## config.mk

```make
export PLATFORM = sky130hd
export DESIGN_NAME = acc_conversion_control
export DESIGN_NICKNAME = d
export VERILOG_FILES = /design/src/common/acc_pkg.sv /design/src/design/acc_conversion_control.sv
export SDC_FILE = /design/constraint.sdc
export NUM_CORES = 1
export LEC_CHECK = 0
export ABC_AREA = 1
export BUFFER_PORTS_ARGS = -buffer_cell sky130_fd_sc_hd__buf_4
export CORE_MARGIN = 3
export CORE_UTILIZATION = 50
export DETAILED_ROUTE_END_ITERATION = 10
export PLACE_DENSITY = 0.71
export SYNTH_ARGS = -nofsm -noshare
export SYNTH_HDL_FRONTEND = slang
export SYNTH_SLANG_ARGS = --single-unit
```

## constraint.sdc

```tcl
create_clock -name clock_i -period 4.25 [get_ports clock_i]
set_clock_uncertainty 0.1 [all_clocks]
set_input_delay 0.6375 -clock clock_i [delete_from_list [all_inputs] [get_ports clock_i]]
set_output_delay 0.6375 -clock clock_i [all_outputs]
set_load 0.02 [all_outputs]
```

## src/common/acc_pkg.sv

```systemverilog
package acc_pkg;

    // I/O register offsets
    localparam logic [5:0] RESULT_LOW_OFS   = 6'h04;
    localparam logic [5:0] RESULT_HIGH_OFS  = 6'h05;
    localparam logic [5:0] CTRL_STATUS_OFS  = 6'h06;
    localparam logic [5:0] INPUT_SEL_OFS    = 6'h07;
    localparam logic [5:0] SPECIAL_FUNC_OFS = 6'h30;

    // Control/status field positions
    localparam int CONVERTER_ON_BIT  = 7;
    localparam int CONVERSION_GO_BIT = 6;
    localparam int AUTO_TRIGGER_BIT  = 5;
    localparam int DONE_FLAG_BIT     = 4;
    localparam int DONE_IRQ_ON_BIT   = 3;
    localparam int DIVIDER_MSB       = 2;

    // Input select field positions
    localparam int REF_SELECT_LSB    = 6;
    localparam int LEFT_ALIGN_BIT    = 5;
    localparam int GAIN_SELECT_MSB   = 4;

    // Trigger source field position
    localparam int TRIGGER_SEL_LSB   = 5;

    // Reset values
    localparam logic [7:0] CTRL_STATUS_RST  = 8'h00;
    localparam logic [7:0] INPUT_SEL_RST    = 8'h00;
    localparam logic [2:0] TRIGGER_SEL_RST  = 3'h0;
    localparam logic [9:0] RESULT_RST       = 10'h000;

    // Conversion lengths in converter clock cycles
    localparam logic [4:0] FIRST_CONV_CYCLES  = 5'd25;
    localparam logic [4:0] NORMAL_CONV_CYCLES = 5'd13;

    // Trigger source code for free running
    localparam logic [2:0] FREE_RUNNING = 3'h0;

    // Gain codes to the gain stage
    localparam logic [1:0] GAIN_1X   = 2'h0;
    localparam logic [1:0] GAIN_10X  = 2'h1;
    localparam logic [1:0] GAIN_200X = 2'h2;

    // Selection codes with a special single-ended source
    localparam logic [4:0] SEL_BANDGAP = 5'h1E;
    localparam logic [4:0] SEL_GROUND  = 5'h1F;

    typedef enum logic [0:0] {
        ACC_IDLE = 1'b0,
        ACC_CONV = 1'b1
    } acc_state_t;

endpackage : acc_pkg

```

## src/design/acc_conversion_control.sv

```systemverilog
`timescale 1ns/1ps
`default_nettype none

// How it works
// RULE_01 - Alignment bit re-presents result bytes immediately
// RULE_02 - Selection changes apply only after completion
// RULE_03 - Codes 0-7 single-ended, 30 bandgap, 31 ground
// RULE_04 - Codes 8-15 differential, gain 10x/200x
// RULE_05 - Codes 16-29 differential at unity gain
// RULE_06 - Clearing converter on aborts running conversion
// RULE_07 - Software writes go to start conversions
// RULE_08 - First conversion 25 cycles, later 13
// RULE_09 - Go reads one while busy; zero ignored
// RULE_10 - Auto trigger starts on rising source edge
// RULE_11 - Done flag set when result updated
// RULE_12 - Done flag cleared by vector or one
// RULE_13 - Interrupt when flag, enable, global enable
// RULE_14 - Divider field sets converter clock rate
// RULE_15 - Low byte read locks result until high
// RULE_16 - Software reads low byte before high
// RULE_17 - Differential results kept as two's complement
// RULE_18 - Right aligned: low byte holds bits 7:0
// RULE_19 - Right aligned: high byte holds bits 9:8
// RULE_20 - Left aligned: high 9:2, low 1:0 at top
// RULE_21 - Trigger source field, ignored without auto trigger
// RULE_22 - Source switch may trigger; free running never
// RULE_23 - Free running restarts on each completion
module acc_conversion_control (
    // Clock and reset
    input  wire logic       clock_i,
    input  wire logic       srst_i,
    // I/O register port
    input  wire logic [5:0] io_addr_i,
    input  wire logic       io_wr_i,
    input  wire logic       io_rd_i,
    input  wire logic [7:0] io_wdata_i,
    output logic      [7:0] io_rdata_o,
    // Trigger flags, bit n for source code n, bit 0 unused
    input  wire logic [7:0] trigger_flags_i,
    // Interrupt
    input  wire logic       global_irq_on_i,
    input  wire logic       irq_ack_i,
    output logic            irq_o,
    // Converter core
    input  wire logic [9:0] core_data_i,
    output logic            converter_on_o,
    output logic            conv_active_o,
    output logic            conv_init_o,
    output logic            conv_tick_o,
    output logic            conv_done_o,
    // Input multiplexer and gain stage
    output logic      [2:0] pos_input_o,
    output logic      [1:0] neg_input_o,
    output logic      [1:0] gain_o,
    output logic            differential_o,
    output logic            bandgap_o,
    output logic            ground_o,
    output logic      [1:0] ref_select_o
);

    ////////////////////////////////////////////////////////////////////////////////
    // Decode functions

    // Routing word: {diff, bandgap, ground, gain[1:0], neg[1:0], pos[2:0]}
    function automatic logic [9:0] route_of(input logic [4:0] sel);
        logic [9:0] r;
        r = 10'h000;
        case (sel[4:3])
            2'b00:   r = {1'b0, 1'b0, 1'b0, acc_pkg::GAIN_1X, 2'h0, sel[2:0]}; // [RULE_03]
            2'b01:   r = {1'b1, 1'b0, 1'b0,
                          sel[1] ? acc_pkg::GAIN_200X : acc_pkg::GAIN_10X,
                          sel[2] ? 2'h2 : 2'h0,
                          {1'b0, sel[2], sel[0]}};                           // [RULE_04]
            2'b10:   r = {1'b1, 1'b0, 1'b0, acc_pkg::GAIN_1X, 2'h1, sel[2:0]}; // [RULE_05]
            default:
            begin
                if (sel == acc_pkg::SEL_BANDGAP)
                    r = {1'b0, 1'b1, 1'b0, acc_pkg::GAIN_1X, 2'h0, 3'h0};      // [RULE_03]
                else if (sel == acc_pkg::SEL_GROUND)
                    r = {1'b0, 1'b0, 1'b1, acc_pkg::GAIN_1X, 2'h0, 3'h0};      // [RULE_03]
                else
                    r = {1'b1, 1'b0, 1'b0, acc_pkg::GAIN_1X, 2'h2, sel[2:0]}; // [RULE_05]
            end
        endcase
        return r;
    endfunction : route_of

    // Prescaler mask: division factor minus one
    function automatic logic [6:0] div_mask(input logic [2:0] ps);
        logic [6:0] m;
        m = 7'h01;
        case (ps)
            3'h0, 3'h1: m = 7'h01;
            3'h2:       m = 7'h03;
            3'h3:       m = 7'h07;
            3'h4:       m = 7'h0F;
            3'h5:       m = 7'h1F;
            3'h6:       m = 7'h3F;
            default:    m = 7'h7F;
        endcase
        return m;
    endfunction : div_mask

    ////////////////////////////////////////////////////////////////////////////////
    // State

    acc_pkg::acc_state_t state_reg, state_next;
    logic       on_reg, on_next;
    logic       go_reg, go_next;
    logic       ate_reg, ate_next;
    logic       flag_reg, flag_next;
    logic       ie_reg, ie_next;
    logic [2:0] ps_reg, ps_next;
    logic [7:0] sel_reg, sel_next;
    logic [2:0] ts_reg, ts_next;
    logic [9:0] result_reg, result_next;
    logic       lock_reg, lock_next;
    logic       first_reg, first_next;
    logic [4:0] len_reg, len_next;
    logic [4:0] cnt_reg, cnt_next;
    logic [6:0] presc_reg, presc_next;
    logic       trig_prev_reg, trig_prev_next;
    logic [4:0] cur_sel_reg, cur_sel_next;
    logic [1:0] cur_ref_reg, cur_ref_next;
    logic [9:0] route_reg, route_next;
    logic [7:0] rdata_reg, rdata_next;

    logic wr_ctrl;
    logic tick;
    logic trig_rise;
    logic sw_start;
    logic auto_start;
    logic free_start;
    logic start;
    logic done;

    ////////////////////////////////////////////////////////////////////////////////
    // Next state

    always_comb
    begin
        wr_ctrl    = io_wr_i && (io_addr_i == acc_pkg::CTRL_STATUS_OFS);
        // Masked compare keeps every divider exact off one free counter
        tick       = on_reg && ((presc_reg & div_mask(ps_reg)) == div_mask(ps_reg)); // [RULE_14]
        trig_rise  = trigger_flags_i[ts_reg] && !trig_prev_reg;                      // [RULE_22]
        done       = (state_reg == acc_pkg::ACC_CONV) && tick
                     && (cnt_reg == len_reg - 5'd1);

        on_next    = wr_ctrl ? io_wdata_i[acc_pkg::CONVERTER_ON_BIT] : on_reg;
        // Writing zero to go leaves it alone
        sw_start   = wr_ctrl && io_wdata_i[acc_pkg::CONVERSION_GO_BIT];         // [RULE_09]
        auto_start = ate_reg && (ts_reg != acc_pkg::FREE_RUNNING) && trig_rise; // [RULE_10] [RULE_21]
        free_start = done && ate_reg && (ts_reg == acc_pkg::FREE_RUNNING);      // [RULE_23]
        start      = on_next && (free_start
                     || ((state_reg == acc_pkg::ACC_IDLE) && (sw_start || auto_start)));

        ate_next   = wr_ctrl ? io_wdata_i[acc_pkg::AUTO_TRIGGER_BIT] : ate_reg;
        ie_next    = wr_ctrl ? io_wdata_i[acc_pkg::DONE_IRQ_ON_BIT] : ie_reg;
        ps_next    = wr_ctrl ? io_wdata_i[acc_pkg::DIVIDER_MSB:0] : ps_reg;
        sel_next   = (io_wr_i && io_addr_i == acc_pkg::INPUT_SEL_OFS) ? io_wdata_i : sel_reg;
        ts_next    = (io_wr_i && io_addr_i == acc_pkg::SPECIAL_FUNC_OFS)
                     ? io_wdata_i[7:acc_pkg::TRIGGER_SEL_LSB] : ts_reg;
        trig_prev_next = trigger_flags_i[ts_reg];

        // Set beats clear so a completion in the clear cycle is kept
        flag_next  = flag_reg;
        if ((wr_ctrl && io_wdata_i[acc_pkg::DONE_FLAG_BIT]) || irq_ack_i)
            flag_next = 1'b0;                                                // [RULE_12]
        if (done)
            flag_next = 1'b1;                                                // [RULE_11]

        state_next = state_reg;
        go_next    = go_reg;
        cnt_next   = cnt_reg;
        len_next   = len_reg;
        if (!on_next)
        begin
            state_next = acc_pkg::ACC_IDLE;                                  // [RULE_06]
            go_next    = 1'b0;
            cnt_next   = 5'd0;
        end
        else if (start)
        begin
            state_next = acc_pkg::ACC_CONV;
            go_next    = 1'b1;                                               // [RULE_09]
            cnt_next   = 5'd0;
            len_next   = first_reg ? acc_pkg::FIRST_CONV_CYCLES
                                   : acc_pkg::NORMAL_CONV_CYCLES;            // [RULE_08]
        end
        else if (done)
        begin
            state_next = acc_pkg::ACC_IDLE;
            go_next    = 1'b0;                                               // [RULE_09]
        end
        else if ((state_reg == acc_pkg::ACC_CONV) && tick)
            cnt_next = cnt_reg + 5'd1;

        first_next = !on_next ? 1'b1 : (start ? 1'b0 : first_reg);           // [RULE_08]
        presc_next = on_reg ? presc_reg + 7'd1 : 7'd0;

        // Core delivers two's complement for differential pairs; stored as is
        result_next = (done && !lock_reg) ? core_data_i : result_reg;        // [RULE_15] [RULE_17]
        lock_next   = lock_reg;
        if (io_rd_i && io_addr_i == acc_pkg::RESULT_HIGH_OFS)
            lock_next = 1'b0;                                                // [RULE_15]
        else if (io_rd_i && io_addr_i == acc_pkg::RESULT_LOW_OFS)
            lock_next = 1'b1;                                                // [RULE_15]

        // Routing only follows the register between conversions
        if ((state_reg == acc_pkg::ACC_IDLE) || done)
        begin
            cur_sel_next = sel_reg[acc_pkg::GAIN_SELECT_MSB:0];              // [RULE_02]
            cur_ref_next = sel_reg[7:acc_pkg::REF_SELECT_LSB];
        end
        else
        begin
            cur_sel_next = cur_sel_reg;
            cur_ref_next = cur_ref_reg;
        end
        route_next = route_of(cur_sel_next);

        // Alignment applied at read time, so a change shows at once
        rdata_next = 8'h00;
        if (io_rd_i)
        begin
            case (io_addr_i)
                acc_pkg::RESULT_LOW_OFS:
                    rdata_next = sel_reg[acc_pkg::LEFT_ALIGN_BIT]
                                 ? {result_reg[1:0], 6'h00}                  // [RULE_01] [RULE_20]
                                 : result_reg[7:0];                          // [RULE_18]
                acc_pkg::RESULT_HIGH_OFS:
                    rdata_next = sel_reg[acc_pkg::LEFT_ALIGN_BIT]
                                 ? result_reg[9:2]                           // [RULE_20]
                                 : {6'h00, result_reg[9:8]};                 // [RULE_19]
                acc_pkg::CTRL_STATUS_OFS:
                    rdata_next = {on_reg, go_reg, ate_reg, flag_reg, ie_reg, ps_reg};
                acc_pkg::INPUT_SEL_OFS:
                    rdata_next = sel_reg;
                acc_pkg::SPECIAL_FUNC_OFS:
                    rdata_next = {ts_reg, 5'h00};
                default:
                    rdata_next = 8'h00;
            endcase
        end
    end

    ////////////////////////////////////////////////////////////////////////////////
    // Registers

    always_ff @(posedge clock_i)
    begin
        if (srst_i)
        begin
            state_reg     <= acc_pkg::ACC_IDLE;
            on_reg        <= acc_pkg::CTRL_STATUS_RST[acc_pkg::CONVERTER_ON_BIT];
            go_reg        <= acc_pkg::CTRL_STATUS_RST[acc_pkg::CONVERSION_GO_BIT];
            ate_reg       <= acc_pkg::CTRL_STATUS_RST[acc_pkg::AUTO_TRIGGER_BIT];
            flag_reg      <= acc_pkg::CTRL_STATUS_RST[acc_pkg::DONE_FLAG_BIT];
            ie_reg        <= acc_pkg::CTRL_STATUS_RST[acc_pkg::DONE_IRQ_ON_BIT];
            ps_reg        <= acc_pkg::CTRL_STATUS_RST[acc_pkg::DIVIDER_MSB:0];
            sel_reg       <= acc_pkg::INPUT_SEL_RST;
            ts_reg        <= acc_pkg::TRIGGER_SEL_RST;
            result_reg    <= acc_pkg::RESULT_RST;
            lock_reg      <= 1'b0;
            first_reg     <= 1'b1;
            len_reg       <= acc_pkg::NORMAL_CONV_CYCLES;
            cnt_reg       <= 5'd0;
            presc_reg     <= 7'd0;
            trig_prev_reg <= 1'b0;
            cur_sel_reg   <= 5'h00;
            cur_ref_reg   <= 2'h0;
            route_reg     <= 10'h000;
            rdata_reg     <= 8'h00;
        end
        else
        begin
            state_reg     <= state_next;
            on_reg        <= on_next;
            go_reg        <= go_next;
            ate_reg       <= ate_next;
            flag_reg      <= flag_next;
            ie_reg        <= ie_next;
            ps_reg        <= ps_next;
            sel_reg       <= sel_next;
            ts_reg        <= ts_next;
            result_reg    <= result_next;
            lock_reg      <= lock_next;
            first_reg     <= first_next;
            len_reg       <= len_next;
            cnt_reg       <= cnt_next;
            presc_reg     <= presc_next;
            trig_prev_reg <= trig_prev_next;
            cur_sel_reg   <= cur_sel_next;
            cur_ref_reg   <= cur_ref_next;
            route_reg     <= route_next;
            rdata_reg     <= rdata_next;
        end
    end

    ////////////////////////////////////////////////////////////////////////////////
    // Outputs

    assign io_rdata_o     = rdata_reg;
    assign irq_o          = flag_reg && ie_reg && global_irq_on_i;           // [RULE_13]
    assign converter_on_o = on_reg;
    assign conv_active_o  = (state_reg == acc_pkg::ACC_CONV);
    assign conv_init_o    = (state_reg == acc_pkg::ACC_CONV)
                            && (len_reg == acc_pkg::FIRST_CONV_CYCLES);
    assign conv_tick_o    = tick;
    assign conv_done_o    = done;
    assign pos_input_o    = route_reg[2:0];
    assign neg_input_o    = route_reg[4:3];
    assign gain_o         = route_reg[6:5];
    assign ground_o       = route_reg[7];
    assign bandgap_o      = route_reg[8];
    assign differential_o = route_reg[9];
    assign ref_select_o   = cur_ref_reg;
endmodule : acc_conversion_control

`default_nettype wire

```

Word-level counts from Yosys, hierarchy flattened
Cells that the tools add are included.
{"block": "classes", "add_sub_neg": 3, "mul": 0, "n_div": 0, "n_lt_le_gt_ge": 1, "eq_ne": 18, "shift": 0, "n_mux": 18, "bitwise": 6, "n_reduce_logical": 41}
{"operator": "$pmux W7 S6", "n": 1}
{"operator": "$pmux W8 S5", "n": 1}
{"operator": "$pmux W10 S3", "n": 1}
{"operator": "$eq A6 B3 Y1 const B", "n": 4}
{"operator": "$logic_and A1 B1 Y1", "n": 21}
{"operator": "$mux W10", "n": 2}
{"operator": "$mux W8", "n": 2}
{"operator": "$eq A5 B5 Y1 const B", "n": 3}
{"operator": "$mux W5", "n": 2}
{"operator": "$reduce_or A2 Y1", "n": 5}
{"operator": "$eq A3 B3 Y1 const B", "n": 3}
{"operator": "$add A7 B1 Y7 const B", "n": 1}
{"operator": "$and A7 B7 Y7", "n": 1}
{"operator": "$eq A7 B7 Y1", "n": 1}
{"operator": "$eq A3 B2 Y1 const B", "n": 2}
{"operator": "$eq A6 B6 Y1 const B", "n": 1}
{"operator": "$logic_not A3 Y1", "n": 2}
{"operator": "$mux W1", "n": 6}
{"operator": "$add A5 B1 Y5 const B", "n": 1}
{"operator": "$eq A5 B5 Y1", "n": 1}
{"operator": "$not A1 Y1", "n": 5}
{"operator": "$sub A5 B1 Y5 const B", "n": 1}
{"operator": "$logic_or A1 B1 Y1", "n": 4}
{"operator": "$lt A3 B4 Y1 const B", "n": 1}
{"operator": "11 further kinds", "n": 15}
{"block": "totals", "ff_bits": 74, "latch_bits": 0, "ramBits": 0, "romBits": 0, "input_bits": 38, "output_inout_bits": 26, "elab_cells": 106, "mem_count": 0}

Longest topological paths before layout
{"block": "logic_depth", "depth_word": 14, "ltp_mapped": 17}

Worst setup path before layout
Ideal clock, no wire load.
{"block": "synth_path", "kind": "register to register", "from": "register on_reg (netlist: converter_on_o)", "to": "register route_reg[0]", "setup_ns": 0.109, "arrival_ns": 2.065, "setup_slack_ns": 1.976, "stages_incl_launch_ff": 15, "n_path_buf": 2, "period_less_slack_ns": 2.274, "path_cell_list": "dfxtp_1 > nand3_1 > nor2_2 > nand2_2 > o21bai_4 > buf_6 > nand2_4 > nand2_4 > inv_1 > ha_1 > buf_2 > nor4_1 > nor2_1 > nand2_1 > inv_1"}
{"block": "synth_between", "elab_chain_cells": 9, "word_cells_on_any_way": 13}
{"element": "from (decl)", "line_no": "acc_conversion_control.sv:108", "source": "logic on_reg, on_next;"}
{"element": "from (signal assigned)", "line_no": "acc_conversion_control.sv:255", "source": "on_reg <= acc_pkg::CTRL_STATUS_RST[acc_pkg::CONVERTER_ON_BIT];"}
{"element": "from (signal assigned)", "line_no": "acc_conversion_control.sv:278", "source": "on_reg <= on_next;"}
{"element": "$logic_and A1 B1 Y1 *", "line_no": "acc_conversion_control.sv:144", "source": "tick = on_reg && ((presc_reg & div_mask(ps_reg)) == div_mask(ps_reg));"}
{"element": "$logic_and A1 B1 Y1 *", "line_no": "acc_conversion_control.sv:146", "source": "done = (state_reg == acc_pkg::ACC_CONV) && tick"}
{"element": "$logic_and A1 B1 Y1 *", "line_no": "acc_conversion_control.sv:147", "source": "&& (cnt_reg == len_reg - 5'd1);"}
{"element": "$logic_or A1 B1 Y1 *", "line_no": "acc_conversion_control.sv:210", "source": "if ((state_reg == acc_pkg::ACC_IDLE) || done)"}
{"element": "$mux W5 *", "line_no": "acc_conversion_control.sv:210"}
{"element": "named net cur_sel_next[4]", "line_no": "acc_conversion_control.sv:123", "source": "logic [4:0] cur_sel_reg, cur_sel_next;"}
{"element": "$eq A5 B5 Y1", "line_no": "acc_conversion_control.sv:79", "source": "else if (sel == acc_pkg::SEL_GROUND)"}
{"element": "$mux W10", "line_no": "acc_conversion_control.sv:79"}
{"element": "$mux W10", "line_no": "acc_conversion_control.sv:77", "source": "if (sel == acc_pkg::SEL_BANDGAP)"}
{"element": "$pmux W10 S3 *", "line_no": "acc_conversion_control.sv:68", "source": "case (sel[4:3])"}
{"element": "to (signal assigned)", "line_no": "acc_conversion_control.sv:295", "source": "route_reg <= route_next;"}
{"element": "to (decl)", "line_no": "acc_conversion_control.sv:125", "source": "logic [9:0] route_reg, route_next;"}
The timed path passes the listed nets; every way through them passes the cells marked *.
A chain may end at the register's enable or synchronous reset.

Worst setup path in the final report
{"block": "layout_path", "from": "register cnt_reg[0]", "to": "register route_reg[0]"}
{"block": "layout_between", "elab_chain_cells": 8, "word_cells_on_any_way": 12}
{"element": "from (decl)", "line_no": "acc_conversion_control.sv:120", "source": "logic [4:0] cnt_reg, cnt_next;"}
{"element": "from (signal assigned)", "line_no": "acc_conversion_control.sv:290", "source": "cnt_reg <= cnt_next;"}
{"element": "$eq A5 B5 Y1 *", "line_no": "acc_conversion_control.sv:147"}
{"element": "$logic_and A1 B1 Y1 *", "line_no": "acc_conversion_control.sv:147"}
{"element": "$logic_or A1 B1 Y1 *", "line_no": "acc_conversion_control.sv:210"}
{"element": "$mux W5 *", "line_no": "acc_conversion_control.sv:210"}
{"element": "named net cur_sel_next[3]", "line_no": "acc_conversion_control.sv:123"}
{"element": "$eq A5 B5 Y1", "line_no": "acc_conversion_control.sv:79"}
{"element": "$mux W10", "line_no": "acc_conversion_control.sv:79"}
{"element": "$mux W10", "line_no": "acc_conversion_control.sv:77"}
{"element": "$pmux W10 S3 *", "line_no": "acc_conversion_control.sv:68"}
Marks and branches as above.

==> flow_summary.ini <==
[floorplanning]
die-area_mm2 = 0.00759
initial_core_util = 0.537
io_pins = 64
fp.dieW_um = 87.1
coreArea_mm2 = 0.00613
placementRows = 28
die_height_um = 87.1

[clocking]
cts_buffer_depth = 2
cts_setup_buffers = 0
clockRootBuffer = clkbuf_8
numClockSinks = 71
cts-hold-fix-buffers = 0
numCtsBuffers = 9
post_cts_resized = 0
cts_max_level = 3
clk_latency_ps = 340
tritoncts = yes
clkTransAtPathRegs_ps = 70

[sta]
setup_tns_ps = 0
fmax_mhz = 385
rsz0062_at_grt = false
worst_slack_ps = 1650
slew_headroom = 0.569
hold_viol = 0
drv_slew = 0
period_needed_ps = 2600
worstMarginPinSlew_ps = 646
period_share = 0.612
setup_viol = 0

[detailed_routing]
postRouteAntennaNets = 0
wl_mm = 7.78
dr.pass1.iters = 4
via_per_inst = 5.21
drc = 0
num_vias = 3014
drtIter0Drc = 140
wire_per_inst_um = 13.5

[grt]
grt_max_degree = 24
antenna_found_initial = 0
grt_pass1_wl_mm = 13.0
grt_pass1_vias = 2843
grt_overflow_total = 0
grtUsageTotal = 0.219

[worst_setup_path]
crit_chain = inv_1, ha_1, nand3_1, nor2_4, inv_2, o21bai_4, nand2_1, nand2_4, inv_1, ha_1, nor4_1, nor2_1, nand2_1, inv_1
crit_path_top_delay_cell = o21bai_4
critPathMaxStageDelay_ps = 350
path_common_cell = inv_1
end_kind = register
reg2reg_slack_ps = 1650
required_ps = 4400
start_kind = register
worstSetupPathType = register to register
worstPathMaxFanout = 11
critPathArrivalTime_ps = 2740

[cells_and_area]
insertedDiodeCount = 0
drive_gt1_frac = 0.229
fin_cells = 578
nFillCells = 555
utilization = 0.651
synthToLayoutAreaGrowth_pct = 21.3
final_nets = 545

[logic_synthesis]
synth_cell_types = 38
yosys.area.top_type = dfxtp_1
netlist_instances = 433
synth_ff_type = dfxtp_1
synth_top_area_frac = 0.432
ys_warn_count = 0
netlist_area_mm2 = 0.00329
synth_edf_count = 0
synth_area_per_cell_um2 = 7.60
synth_nets = 479
ys_async_sr_fraction = 0
synth_seq_cells = 71
synth.most_common_cell = nor2_1
netlist_top_cells_count = 73 x nor2_1, 71 x dfxtp_1, 56 x inv_1
synth_area_leaders = dfxtp_1 43%, nor2_1 8.3%, inv_1 6.4%
synth-seq-area-share = 0.432

[pwr]
finalPower_mw = 1.23
vdd_drop_max_mv = 0.197
power.leakage_nw = 1.69
pwr_density_cell_mw_per_mm2 = 309

[placed_design]
place_congestion = 0.992
placed_cells = 563
hpwl_mm = 6.01
place_ws_ps = 1650
port_buffers = 63

[status]
outcome = completed

[min_path]
worstHoldPathType = register to register

[flow_run]
cap_violations = 0
[report_power, final]
group / leakage, nW / internal, mW / switching [mW]
Sequential: 0.572 / 0.667 / 0.00137
Clock: 0.0957 / 0.264 / 0.242
Combinational: 1.02 / 0.0296 / 0.0311
Total: 1.69 / 0.961 / 0.274
[area by class of cell]
cell class	count	area [µm²]	area share
clock buffers	10	128	0.0320
clock inverters	5	50.0	0.0125
inverters	64	240	0.0602
multi-input cells	289	1580	0.395
flip-flops and latches	71	1420	0.356
well taps	75	93.8	0.0235
repair buffers	64	480	0.120
[per-layer routing]
layer / share of wire / global-route usage / wire (µm) / vias to the layer above
met3: 0.067 / 0.0369 / 525 / 11
li1: - / - / - / 1538
met5: 0 / 0 / 0 / -
met4: 0.017 / 0.0934 / 133 / 0
met2: 0.45 / 0.343 / 3500 / 105
met1: 0.47 / 0.298 / 3620 / 1360
[cell usage in the layout, fill, tap and decap left out, types with 8 or more instances in the layout]
cell and n:
a21oi_1 30, buf_4 64, clkbuf_8 9, dfxtp_1 71, ha_1 8, inv_1 56
nand2_1 52, nand3_1 18, nor2_1 73, o21ai_0 40
[kinds of logic (layout without fill, tap and decap cells)]
kind of cell               count (synthesis)  after routing  share of synthesized area
xor gates and xnor gates                   5              5                     0.0133
muxes                                      1              1                    0.00304
and+or+nand+nor                          183            183                      0.275
adders and majority gates                  8              8                     0.0304
DFF                                       71             71                      0.432
buffers and inverters                     73            143                     0.0882
AOI/OAI and AO/OA                         92             92                      0.157
[worst max-delay path: cells and delay by family (launching register included)]
kind | cells | cell delay [ps]
AO/OA/AOI/OAI | 1 | 350
AND/OR/NAND/NOR | 7 | 1030
adder cells (fa/ha/maj) | 2 | 430
buffers and inverters | 4 | 230
flip-flops | 1 | 340
[per-stage QoR]
stage	instance area, µm²	hold slack, ps
after floorplan	3290	330
after global placement	3810	351
after detailed placement	3810	359
after CTS	3990	374
after global routing	3990	404
final	3990	370
[worst paths after layout]
check | startpoint | cells past startpoint | to
max | cnt_reg[0] | 14 | route_reg[0]
min | presc_reg[0] | 1 | presc_reg[0]
max reg2reg | cnt_reg[0] | 14 | route_reg[0]
min reg2reg | presc_reg[0] | 1 | presc_reg[0]
Power figures use the tool's default switching activity.
